### config.mk
export PLATFORM = sky130hd
export DESIGN_NAME = fnp_regs
export DESIGN_NICKNAME = d
export VERILOG_FILES = /design/src/rtl/fnp_pkg.sv /design/src/rtl/fnp_regs.sv
export SDC_FILE = /design/constraint.sdc
export NUM_CORES = 1
export LEC_CHECK = 0
export BUFFER_PORTS_ARGS = -buffer_cell sky130_fd_sc_hd__buf_2
export CAP_MARGIN = 40
export CORE_AREA = 2 2 94 96
export CTS_CLUSTER_SIZE = 40
export DETAILED_ROUTE_END_ITERATION = 6
export DIE_AREA = 0 0 96 98
export PLACE_DENSITY = 0.81
export SLEW_MARGIN = 20
export SYNTH_ARGS = -nofsm -noshare
export SYNTH_HDL_FRONTEND = slang
export SYNTH_SLANG_ARGS = --single-unit
### constraint.sdc
create_clock -name clk -period 4.54 [get_ports clk]
set_input_delay 0.681 -clock clk [delete_from_list [all_inputs] [get_ports clk]]
set_output_delay 0.681 -clock clk [all_outputs]
set_load 0.01 [all_outputs]
### src/rtl/fnp_pkg.sv
// Purpose: constants for the fiber negotiation page register group
// Assumes: word-indexed register map, byte address is four times the index
// Notes:   shared by the register bank and its bench
package fnp_pkg;

  // ---------------------------------------------------------------------------
  // register indices and byte addresses
  // ---------------------------------------------------------------------------
  localparam logic [11:0] FNP_IDX_PARTNER_ABL = 12'hc05;
  localparam logic [11:0] FNP_IDX_NEG_EXP     = 12'hc06;
  localparam logic [11:0] FNP_IDX_LOCAL_NP    = 12'hc07;
  localparam logic [11:0] FNP_IDX_PARTNER_NP  = 12'hc08;
  localparam logic [11:0] FNP_IDX_FIBER_CFG0  = 12'hc10;
  localparam logic [11:0] FNP_IDX_IRQ_ENABLE  = 12'hc18;
  localparam logic [11:0] FNP_IDX_IRQ_STATUS  = 12'hc19;
  localparam int          FNP_ADDR_W          = 14;
  localparam int          FNP_IDX_LSB         = 2;

  // ---------------------------------------------------------------------------
  // reset values
  // ---------------------------------------------------------------------------
  localparam logic [15:0] FNP_RST_PARTNER_ABL = 16'h0000;
  localparam logic [15:0] FNP_RST_NEG_EXP     = 16'h0000;
  localparam logic [15:0] FNP_RST_LOCAL_NP    = 16'h2001;
  localparam logic [15:0] FNP_RST_PARTNER_NP  = 16'h0000;
  localparam logic [15:0] FNP_RST_FIBER_CFG0  = 16'h0000;
  localparam logic [15:0] FNP_RST_IRQ_ENABLE  = 16'h03ff;
  localparam logic [15:0] FNP_RST_IRQ_STATUS  = 16'h0000;

  // ---------------------------------------------------------------------------
  // field positions and masks
  // ---------------------------------------------------------------------------
  localparam logic [15:0] FNP_ABL_MASK        = 16'hf1e0; // bits 15,14,13:12,8:5
  localparam int          FNP_BIT_NP          = 15;
  localparam int          FNP_FAULT_HI        = 13;
  localparam int          FNP_FAULT_LO        = 12;
  localparam logic [15:0] FNP_PNP_MASK        = 16'hbfff; // bit 14 reserved
  localparam logic [15:0] FNP_LNP_WR_MASK     = 16'hb7ff; // 15,13,12,10:0
  localparam int          FNP_BIT_TOGGLE      = 11;
  localparam int          FNP_EXP_PNP_ABLE    = 3;
  localparam int          FNP_EXP_LNP_ABLE    = 2;
  localparam int          FNP_EXP_PAGE_RCVD   = 1;
  localparam int          FNP_EXP_NEG_ABLE    = 0;
  localparam int          FNP_CFG_SIGDET_BYP  = 9;
  localparam logic [15:0] FNP_CFG_WR_MASK     = 16'h0200;
  localparam logic [15:0] FNP_IRQ_MASK        = 16'h03ff;
  localparam int          FNP_IRQ_BASE_RX     = 0;
  localparam int          FNP_IRQ_NP_RX       = 1;
  localparam int          FNP_IRQ_FAULT_RX    = 3;
  localparam int          FNP_IRQ_W           = 10;

endpackage : fnp_pkg

### src/rtl/fnp_regs.sv
// Purpose: fiber auto-negotiation page registers behind an APB slave
// Assumes: negotiation engine on clk hands over received pages as pulses
// Notes:   each APB access answers at the second access cycle
`timescale 1ns/1ps

module fnp_regs
  import fnp_pkg::*;
(
  // clock and reset
  input  wire logic                  clk,
  input  wire logic                  nrst,
  // apb slave
  input  wire logic                  psel,
  input  wire logic                  penable,
  input  wire logic                  pwrite,
  input  wire logic [FNP_ADDR_W-1:0] paddr,
  input  wire logic [31:0]           pwdata,
  output logic      [31:0]           prdata,
  output logic                       pready,
  output logic                       pslverr,
  // pages from the negotiation engine
  input  wire logic                  page_valid,
  input  wire logic                  page_is_base,
  input  wire logic [15:0]           page_word,
  input  wire logic                  neg_enable_state,
  input  wire logic                  sgmii_mode,
  input  wire logic                  np_codeword_sent,
  input  wire logic [FNP_IRQ_W-1:0]  other_irq_events,
  // signal detect
  input  wire logic                  sigdet_pin,
  output logic                       signal_present,
  // local next page toward the transmitter
  output logic      [15:0]           local_np_word
);

  // ---------------------------------------------------------------------------
  // state
  // ---------------------------------------------------------------------------
  logic [15:0] partner_abl_r;
  logic [15:0] exp_r;
  logic [15:0] local_np_r;
  logic [15:0] partner_np_r;
  logic [15:0] cfg0_r;
  logic [15:0] irq_en_r;
  logic [15:0] irq_sts_r;
  logic        sd_meta_r;
  logic        sd_sync_r;
  logic        sig_r;
  logic        pready_r;
  logic        pslverr_r;
  logic [31:0] prdata_r;

  // ---------------------------------------------------------------------------
  // decode
  // ---------------------------------------------------------------------------
  function automatic logic hit(input logic [FNP_ADDR_W-1:0] a, input logic [11:0] idx);
    hit = (a[FNP_ADDR_W-1:FNP_IDX_LSB] == idx) && (a[FNP_IDX_LSB-1:0] == '0);
  endfunction : hit

  wire logic access_done = psel & penable & pready_r;
  wire logic wr_done     = access_done & pwrite;
  // read data and read-clear share one edge, the one that raises pready;
  // clearing a cycle later would drop an event landing between the two
  wire logic rd_take     = psel & penable & ~pready_r & ~pwrite;
  wire logic sel_abl     = hit(paddr, FNP_IDX_PARTNER_ABL);
  wire logic sel_exp     = hit(paddr, FNP_IDX_NEG_EXP);
  wire logic sel_lnp     = hit(paddr, FNP_IDX_LOCAL_NP);
  wire logic sel_pnp     = hit(paddr, FNP_IDX_PARTNER_NP);
  wire logic sel_cfg     = hit(paddr, FNP_IDX_FIBER_CFG0);
  wire logic sel_ien     = hit(paddr, FNP_IDX_IRQ_ENABLE);
  wire logic sel_ist     = hit(paddr, FNP_IDX_IRQ_STATUS);
  wire logic mapped      = sel_abl | sel_exp | sel_lnp | sel_pnp | sel_cfg | sel_ien | sel_ist;

  // page events
  wire logic base_rx     = page_valid & page_is_base;
  wire logic np_rx       = page_valid & ~page_is_base;
  wire logic fault_rx    = base_rx & (page_word[FNP_FAULT_HI:FNP_FAULT_LO] != 2'b00);

  // local np able
  // expansion view: local next page ability is a live mode bit
  wire logic [15:0] exp_view = exp_r | ({15'h0000, ~sgmii_mode} << FNP_EXP_LNP_ABLE);

  // read mux
  wire logic [15:0] rd_word =
      ({16{sel_abl}} & partner_abl_r) |
      ({16{sel_exp}} & exp_view)      |
      ({16{sel_lnp}} & local_np_r)    |
      ({16{sel_pnp}} & partner_np_r)  |
      ({16{sel_cfg}} & cfg0_r)        |
      ({16{sel_ien}} & irq_en_r)      |
      ({16{sel_ist}} & irq_sts_r);

  // ---------------------------------------------------------------------------
  // apb answer: pready rises one cycle into the access phase
  // ---------------------------------------------------------------------------
  // one fixed wait state keeps the read mux off the pready path
  always_ff @(posedge clk or negedge nrst) begin
    if (!nrst) begin
      pready_r  <= 1'b0;
      pslverr_r <= 1'b0;
      prdata_r  <= 32'h0000_0000;
    end else begin
      pready_r  <= psel & penable & ~pready_r;
      pslverr_r <= psel & penable & ~pready_r & ~mapped;
      prdata_r  <= rd_take ? {16'h0000, rd_word} : 32'h0000_0000;
    end
  end

  // ---------------------------------------------------------------------------
  // partner base page capture
  // ---------------------------------------------------------------------------
  // capture masked base page
  always_ff @(posedge clk or negedge nrst) begin
    if (!nrst) begin
      partner_abl_r <= FNP_RST_PARTNER_ABL;
    end else if (base_rx) begin
      partner_abl_r <= page_word & FNP_ABL_MASK;
    end
  end

  // ---------------------------------------------------------------------------
  // expansion flags; a set in the clearing cycle wins
  // ---------------------------------------------------------------------------
  logic [15:0] exp_nxt;
  always_comb begin
    exp_nxt = exp_r;
    if (neg_enable_state) begin
      exp_nxt[FNP_EXP_PNP_ABLE] = 1'b0;
      exp_nxt[FNP_EXP_NEG_ABLE] = 1'b0;
    end
    // read of the expansion register clears page received
    if (rd_take && sel_exp) begin
      exp_nxt[FNP_EXP_PAGE_RCVD] = 1'b0;
    end
    // set on base page carrying next page; SGMII partners send zero
    if (base_rx && page_word[FNP_BIT_NP]) begin
      exp_nxt[FNP_EXP_PNP_ABLE] = 1'b1;
    end
    // any base page shows the partner negotiates
    if (base_rx) begin
      exp_nxt[FNP_EXP_NEG_ABLE] = 1'b1;
    end
    if (page_valid) begin
      exp_nxt[FNP_EXP_PAGE_RCVD] = 1'b1;
    end
  end

  always_ff @(posedge clk or negedge nrst) begin
    if (!nrst) begin
      exp_r <= FNP_RST_NEG_EXP;
    end else begin
      exp_r <= exp_nxt;
    end
  end

  // ---------------------------------------------------------------------------
  // local next page: writable fields, hardware toggle
  // ---------------------------------------------------------------------------
  logic [15:0] local_np_nxt;
  always_comb begin
    local_np_nxt = local_np_r;
    if (wr_done && sel_lnp) begin
      local_np_nxt = (pwdata[15:0] & FNP_LNP_WR_MASK) | (local_np_r & ~FNP_LNP_WR_MASK);
    end
    if (np_codeword_sent) begin
      local_np_nxt[FNP_BIT_TOGGLE] = ~local_np_r[FNP_BIT_TOGGLE];
    end
  end

  always_ff @(posedge clk or negedge nrst) begin
    if (!nrst) begin
      local_np_r <= FNP_RST_LOCAL_NP;
    end else begin
      local_np_r <= local_np_nxt;
    end
  end

  // ---------------------------------------------------------------------------
  // partner next page capture
  // ---------------------------------------------------------------------------
  // capture received next page
  always_ff @(posedge clk or negedge nrst) begin
    if (!nrst) begin
      partner_np_r <= FNP_RST_PARTNER_NP;
    end else if (np_rx) begin
      partner_np_r <= page_word & FNP_PNP_MASK;
    end
  end

  // ---------------------------------------------------------------------------
  // config, interrupt enable and status
  // ---------------------------------------------------------------------------
  // only bit 9 of config is writable
  always_ff @(posedge clk or negedge nrst) begin
    if (!nrst) begin
      cfg0_r   <= FNP_RST_FIBER_CFG0;
      irq_en_r <= FNP_RST_IRQ_ENABLE;
    end else if (wr_done) begin
      if (sel_cfg) begin
        cfg0_r <= pwdata[15:0] & FNP_CFG_WR_MASK;
      end
      if (sel_ien) begin
        irq_en_r <= pwdata[15:0] & FNP_IRQ_MASK;
      end
    end
  end

  // own page events join the other sources; disabled sources never pend
  logic [FNP_IRQ_W-1:0] irq_evt;
  always_comb begin
    irq_evt = other_irq_events;
    irq_evt[FNP_IRQ_BASE_RX]  = other_irq_events[FNP_IRQ_BASE_RX] | base_rx;
    irq_evt[FNP_IRQ_NP_RX]    = other_irq_events[FNP_IRQ_NP_RX] | np_rx;
    irq_evt[FNP_IRQ_FAULT_RX] = other_irq_events[FNP_IRQ_FAULT_RX] | fault_rx;
  end

  wire logic [15:0] irq_set = {{(16-FNP_IRQ_W){1'b0}}, irq_evt} & irq_en_r;

  // read clears, a new event in that cycle survives
  always_ff @(posedge clk or negedge nrst) begin
    if (!nrst) begin
      irq_sts_r <= FNP_RST_IRQ_STATUS;
    end else if (rd_take && sel_ist) begin
      irq_sts_r <= irq_set;
    end else begin
      irq_sts_r <= irq_sts_r | irq_set;
    end
  end

  // ---------------------------------------------------------------------------
  // signal detect pin: two-flop synchroniser, then the bypass
  // ---------------------------------------------------------------------------
  // pin changes reach signal_present three edges later; glitches shorter
  // than a clock period may be missed, which is acceptable for a level
  always_ff @(posedge clk or negedge nrst) begin
    if (!nrst) begin
      sd_meta_r <= 1'b0;
      sd_sync_r <= 1'b0;
      sig_r     <= 1'b0;
    end else begin
      sd_meta_r <= sigdet_pin;
      sd_sync_r <= sd_meta_r;
      sig_r     <= cfg0_r[FNP_CFG_SIGDET_BYP] | sd_sync_r;
    end
  end

  // ---------------------------------------------------------------------------
  // outputs
  // ---------------------------------------------------------------------------
  assign prdata         = prdata_r;
  assign pready         = pready_r;
  assign pslverr        = pslverr_r;
  assign signal_present = sig_r;
  assign local_np_word  = local_np_r;

  // ---------------------------------------------------------------------------
  // checks
  // ---------------------------------------------------------------------------
  a_abl_capture: assert property (
    @(posedge clk) disable iff (!nrst)
    base_rx |=> partner_abl_r == ($past(page_word) & FNP_ABL_MASK))
    else $error("partner ability not captured from base page");

  a_exp_pnp_set: assert property (
    @(posedge clk) disable iff (!nrst)
    (base_rx && page_word[FNP_BIT_NP]) |=> exp_r[FNP_EXP_PNP_ABLE])
    else $error("partner next page able not set");

  a_exp_enable_clr: assert property (
    @(posedge clk) disable iff (!nrst)
    (neg_enable_state && !base_rx) |=> !exp_r[FNP_EXP_NEG_ABLE] && !exp_r[FNP_EXP_PNP_ABLE])
    else $error("enable state did not clear expansion flags");

  a_exp_local_np: assert property (
    @(posedge clk) disable iff (!nrst)
    (rd_take && sel_exp) |=> prdata_r[FNP_EXP_LNP_ABLE] == !$past(sgmii_mode))
    else $error("local next page able does not follow mode");

  a_page_rcvd_rc: assert property (
    @(posedge clk) disable iff (!nrst)
    (rd_take && sel_exp && !page_valid) |=> !exp_r[FNP_EXP_PAGE_RCVD])
    else $error("page received not cleared by read");

  a_toggle_flip: assert property (
    @(posedge clk) disable iff (!nrst)
    np_codeword_sent |=> local_np_r[FNP_BIT_TOGGLE] != $past(local_np_r[FNP_BIT_TOGGLE]))
    else $error("local toggle did not flip");

  a_pnp_capture: assert property (
    @(posedge clk) disable iff (!nrst)
    np_rx |=> partner_np_r == ($past(page_word) & FNP_PNP_MASK))
    else $error("partner next page not captured");

  a_sigdet_bypass: assert property (
    @(posedge clk) disable iff (!nrst)
    cfg0_r[FNP_CFG_SIGDET_BYP] |=> signal_present)
    else $error("bypass did not force signal present");

  a_irq_read_clr: assert property (
    @(posedge clk) disable iff (!nrst)
    (rd_take && sel_ist && irq_set == 16'h0000) |=> irq_sts_r == 16'h0000)
    else $error("interrupt status not cleared by read");

  a_apb_answer: assert property (
    @(posedge clk) disable iff (!nrst)
    (psel && penable && !pready_r) |=> pready_r ##1 !pready_r)
    else $error("apb answer not a single cycle after one wait");

  a_lnp_write: assert property (
    @(posedge clk) disable iff (!nrst)
    (wr_done && sel_lnp) |=> (local_np_r & FNP_LNP_WR_MASK) == ($past(pwdata[15:0]) & FNP_LNP_WR_MASK))
    else $error("local next page writable fields not written");

  // a pending source stays set even when a read clears in the same cycle
  a_irq_pend_set: assert property (
    @(posedge clk) disable iff (!nrst)
    (irq_set != 16'h0000) |=> (irq_sts_r & $past(irq_set)) == $past(irq_set))
    else $error("enabled interrupt event not pending");

  // refused accesses answer with an error and zero data
  a_slverr_unmapped: assert property (
    @(posedge clk) disable iff (!nrst)
    (psel && penable && !pready_r && !mapped) |=> pslverr_r && prdata_r == 32'h0000_0000)
    else $error("unmapped access not refused");

endmodule : fnp_regs

==> out/metrics.csv, run 1 <==
metric,value,unit
worstSetupEndpointType,register,
detail_route.iter0.violations,79,
grt_first_pass_wirelength,13500,um
postSynthCellCount,276,
drc,0,
grt_use_met3,5.25,%
synth_async_sr_flop_share,100,%
relSlewSlack,47.3,%
cts.sink_count,83,
tns,0,ns
synth_top_area_cell,dfrtp_1,
arrival_time_reported_for_the_critical_path_endpoint,2.73,ns
crit_type,in2reg,
final.min_clock_period,2.51,ns
die_height,98,um
final_cell_area,0.00446,mm^2
layout-area-overhead-vs-synth,20.0,%
synth_edf_count,0,
post_drt_via_cell_ratio,5.34,
power.switching_fraction,25.1,%
route.final.wire_length,8550,um
ys_seq_area_share,56.2,%
run_status,finished clean,
ioPinCount,134,
peakVddDrop,0.174,mV
placement_rows,34,
multi_input_comb_area,0.00149,mm^2
dpl_cell_area,0.00428,mm^2
n_antenna_cell,0,
unrepaired_setup_endpoints_after_global_routing,false,
synth_top_cell_area_share,47.8,%
hold-worst-slack,0.275,ns
drt_pass1_iterations,4,
route.antenna.remaining_nets,0,
p_leak,2.20,nW
cts.root.buffer_cell,clkbuf_8,
gp_congestion,0.825,
overall_overflow_remaining_after_global_route,0,
maxClockFrequency,398,MHz
max_cap_violations,0,
dp_hpwl,6210,um
first_global_vias,2722,
critPathLaunchType,input port,
slew_violations,0,
final.setup_skew,0.00889,ns
p_per_area,322,mW/mm^2
buffer_ports.inserted,98,
layout.cells.non_filler,490,
finalCritPeriodShare,55.3,%
route.detailed.wl_per_inst,17.5,um
via_count,2615,
cts-htree-levels,3,
cell_types_occupying_the_most_area_after_synthesis,"dfrtp_1 (48%), mux2_2 (14%), dfstp_2 (8.5%), mux2_4 (4.0%), buf_4 (3.6%)",
clock_insertion_delay_worst_skew,0.34,ns
initial_utilization,43.9,%
power.net_switching,0.362,mW
clk_path_buf_depth,2,
layout-drive-gt1-share,50.3,%
cts_tree,done,
timing.final.hold_violations,0,
avg_synthesized_cell_area,13.5,um^2
comb_power_share,9.9,%
grt_max_degree,52,
post_synth_instance_area,0.00372,mm^2
final_setup_violation_count,0,
cp_data_required_time,4.77,ns
total_of_fill_cells_in_the_finished_design,750,
design.core.area,0.00847,mm^2
post-cts-setup-buffer-count,0,
power.internal,1.08,mW
dominant_synthesized_flop_cell,dfrtp_1,
floorplan.die_area,0.00941,mm^2
worstMarginPinSlew,0.790,ns
worst_hold_path_type,in2async,
yosys_warnings,0,
numPlacedInstances,474,
grt_met1_usage,25.5,%
floorplan.die.width,96,um
critical_path.max_fanout,9,
cts_made_buffers,9,
pwr-share-clk,34.6,%
total_global_routing_track_utilization,19.1,%
cts-resized-gates,0,
top_usage_layer,met2,
final_net_count,460,
grt_antenna_before_repair,0,
met2_usage,29.9,%
post_synthesis_cell_type_count,47,
postSynthRegisterBits,83,
ff_latch_area,0.00209,mm^2
final_core_util,52.7,%
clkTransAtPathRegs,0.09,ns
seqPwrFrac,55.5,%
cts_hold_buffers,0,
worst max-delay path, cell delays in order:
cell	delay [ns]
buf_2	0.10
nor4_2	0.49
nand3_1	0.21
nor2_1	0.56
buf_4	0.33
mux2_2	0.36
cell usage in the layout, fill, tap and decap left out, types with 2 or more instances in the layout:
| cell | n |
|---|---|
| buf_2 | 97 |
| dfrtp_1 | 71 |
| mux2_2 | 46 |
| conb_1 | 17 |
| dfstp_2 | 12 |
| a22o_1 | 11 |
| mux2i_1 | 11 |
| clkbuf_8 | 11 |
| a22oi_1 | 10 |
| mux2_4 | 10 |
| o22ai_1 | 9 |
| nand2_1 | 8 |
| nor2_1 | 7 |
| o21ai_0 | 5 |
| nand3_1 | 5 |
| inv_1 | 4 |
| o2bb2ai_1 | 4 |
| nand4_1 | 3 |
| clkinvlp_4 | 3 |
| buf_4 | 3 |
| nor2b_1 | 2 |
| nor3b_1 | 2 |
| and2_1 | 2 |
| a21oi_1 | 2 |
registers in the layout (all words and copies together), names as in the netlist, 3 cells and up:
| register | flops |
|---|---|
| partner_np_r | 15 |
| irq_sts_r | 10 |
| irq_en_r | 10 |
| local_np_word | 15 |
| partner_abl_r | 8 |
| exp_r | 3 |
| prdata | 16 |
final timing paths:
path | from | endpoint | slack [ns] | cells after the start
worst max-delay path | paddr[7] | local_np_word[12] | 2.03 | 6
worst min-delay path | nrst | signal_present | 0.27 | 1
worst max register to register | pready | local_np_word[12] | 2.48 | 5
worst min register to register | sd_meta_r | sd_sync_r | 0.36 | 0
max in group asynchronous | nrst | local_np_word[13] | 3.62 | 2
min in group clk | sd_meta_r | sd_sync_r | 0.36 | 0
stage by stage:
step	total power [mW]	setup slack [ns]
after global placement	0.946	1.65
after CTS	1.46	2.03
final	1.44	2.03
after floorplan	0.894	2.33
after global routing	1.51	1.91
after detailed placement	0.957	1.67
cell families after synthesis:
group                     count (synthesis)  synth area share, %
xor gates and xnor gates                  1                0.235
buffers and inverters                    32                 5.48
AOI/OAI and AO/OA                        45                 8.88
other                                     1                0.101
muxes                                    67                 20.9
DFF                                      83                 56.2
and+or+nand+nor                          47                 8.14
routing by layer:
metal  vias up  part of all wire [%]  wire length (um)
met1      1316                    44              3740
met4         0                   1.4               118
li1       1181                     -                 -
met2       105                    48              4090
met5         -                     0                 0
met3        13                   7.0               599
synthesized netlist by cell type, drive strengths merged, types with 2 or more instances:
cell / instances
mux2i: 11
a22oi: 10
nor4: 2
nand4: 3
nor3b: 2
or2: 2
and2: 2
nand3: 5
clkbuf: 6
a22o: 11
buf: 22
o21ai: 5
nor2: 7
mux2: 56
a21oi: 2
dfstp: 12
nand2: 9
o22ai: 9
o2bb2ai: 4
dfrtp: 71
inv: 4
nor2b: 3
nor4b: 2
power by group through the flow:
stage,Combinational (mW),Sequential (mW),Clock [mW]
finish,0.142,0.799,0.498
global route,0.159,0.803,0.543
CTS,0.144,0.799,0.516
detailed placement,0.144,0.813,0
global placement,0.136,0.810,0
floorplan,0.0832,0.810,0
layout make-up:
| cell class | instances | share of cell area [%] |
|---|---|---|
| Clock inverter | 5 | 0.813 |
| Tap cell | 108 | 3.03 |
| Clock buffer | 11 | 3.39 |
| Sequential cell | 83 | 46.9 |
| Multi-Input combinational cell | 177 | 33.3 |
| Timing Repair Buffer | 102 | 12.3 |
| Inverter | 4 | 0.336 |
No activity file was read; power rests on OpenSTA's default activity.
==> run 2: changes to the inputs <==
- clock period: 4.54 -> 2.45 ns (I/O delays scaled with it)
==> run 2 against run 1 <==
  * Hold slack worse by 0.27 ns
  * Non-clock buffer count is 8 higher
  * Clock-buffer cell count down 1
  * Core utilization rose by 1.1 points
  * Final area up 2.1%
  * Global-route usage is 1.1 points higher
  * Cell count up 1.8%
  * Largest power group unchanged
  * Sequential power is 85% higher
  * Highest routed layer unchanged
==> out/metrics.csv, run 2 (synthesis results as in run 1) <==
metric,value,unit
dp_hpwl,6500,um
worstSetupEndpointType,register,
crit_path_cell_trace,"nor4bb_1, and3_1, nand3_1, o22ai_1",
grt_max_degree,45,
clkTransAtPathRegs,0.09,ns
r2r_start,pready,
cts-resized-gates,0,
maxClockFrequency,488,MHz
post-cts-setup-buffer-count,0,
design.core.area,0.00847,mm^2
placement_rows,34,
relSlewSlack,62.5,%
peakVddDrop,0.416,mV
arrival_time_reported_for_the_critical_path_endpoint,2.30,ns
unrepaired_setup_endpoints_after_global_routing,false,
dpl_cell_area,0.00434,mm^2
worst_reg2reg_path_depth,4,
cts-htree-levels,3,
most-common-layout-cells,"buf_2 (97), dfrtp_1 (71), mux2_2 (46)",
grt_first_pass_wirelength,14200,um
cts.root.buffer_cell,clkbuf_8,
run_status,finished clean,
first_global_vias,2764,
slowest_stage,nor4bb_1,
detail_route.iter0.violations,124,
flip_flop_count_of_the_largest_register_all_copies_and_words_added,16,
p_leak,2.26,nW
worst_setup_path_startpoint,pready,
critPathLaunchType,register,
critical_path.max_fanout,8,
tns,0,ns
via_count,2669,
worst_hold_path_type,in2async,
worstMarginPinSlew,0.562,ns
cp_data_required_time,2.70,ns
slew_violations,0,
final_cell_area,0.00456,mm^2
route.detailed.wl_per_inst,18.0,um
p_per_area,622,mW/mm^2
clock_insertion_delay_worst_skew,0.36,ns
cts_made_buffers,9,
dr_wl_met3,708,um
gp_congestion,0.846,
total_global_routing_track_utilization,20.2,%
topRoutingLayerUsed,met4,
finalCritPeriodShare,83.6,%
grt_antenna_before_repair,1,
layout-area-overhead-vs-synth,22.5,%
floorplan.die_area,0.00941,mm^2
crit_type,reg2reg,
route.final.wire_length,8970,um
drc,0,
layout-drive-gt1-share,51.0,%
final_setup_violation_count,0,
cpPeakStageDelay,0.50,ns
final_net_count,468,
max_cap_violations,0,
cts.sink_count,83,
ioPinCount,134,
die_height,98,um
initial_utilization,43.9,%
overall_overflow_remaining_after_global_route,0,
layout.cells.most_common,buf_2,
m1WireLength,3780,um
floorplan.die.width,96,um
final.min_clock_period,2.05,ns
cts_tree,done,
final.setup_skew,0.0148,ns
buffer_ports.inserted,98,
dr_wl_met2,4350,um
hold-worst-slack,0.00170,ns
cts_hold_buffers,0,
clk_path_buf_depth,2,
post_drt_via_cell_ratio,5.35,
timing.final.hold_violations,0,
drt_pass1_iterations,4,
route.antenna.remaining_nets,0,
-- run 2: cell types whose count changed in the layout (fill, tap and decap cells not counted), moves of 2 or more --
cell and change:
buf_12 +2, buf_4 +8, bufinv_16 +2, clkbuf_8 -2, clkinv_4 +2, clkinvlp_4 -2
-- run 2: final cells by class --
cell class / instances / area (um^2)
Multi-Input combinational cell: 177 / 1490
Fill cell: 725 / 3910
Clock buffer: 10 / 128
Inverter: 4 / 15.0
Clock inverter: 6 / 90.1
Antenna cell: 1 / 2.50
Tap cell: 108 / 135
Timing Repair Buffer: 110 / 608
Sequential cell: 83 / 2090
-- run 2: per-layer routing --
layer	global-route usage, %	vias to the layer above
met1	26.4	1346
met3	5.86	10
met5	0	-
met2	31.5	117
met4	8.24	0
li1	-	1196
-- run 2: final timing paths --
kind | endpoint | slack (ns)
max in group asynchronous | irq_en_r[2] | 1.79
max reg2reg | prdata[5] | 0.40
min reg2reg | sd_sync_r | 0.36
min | irq_sts_r[4] | 0.002
max | prdata[5] | 0.40
min in group clk | sd_meta_r | 0.13
-- run 2: report_power, final --
part	total, mW	switching [mW]	internal (mW)
Sequential	1.48	0.0399	1.44
Combinational	0.271	0.138	0.133
Clock	1.08	0.508	0.576
-- run 2: worst max-delay path: cells and delay by family (launching register included) --
family             cells  cell delay, ns
and+or+nand+nor        3            1.22
AOI/OAI and AO/OA      1            0.32
DFF                    1            0.41
-- run 2: stage by stage --
step / power, mW / std cells / util, % / setup slack (ns)
CTS: 2.85 / 498 / 53.8 / 0.435
global placement: 1.77 / 482 / 51.2 / 0.331
global route: 2.95 / 499 / 53.8 / 0.270
detailed placement: 1.78 / 482 / 51.2 / 0.256
finish: 2.84 / 499 / 53.8 / 0.401
floorplan: 1.66 / 292 / - / 0.556
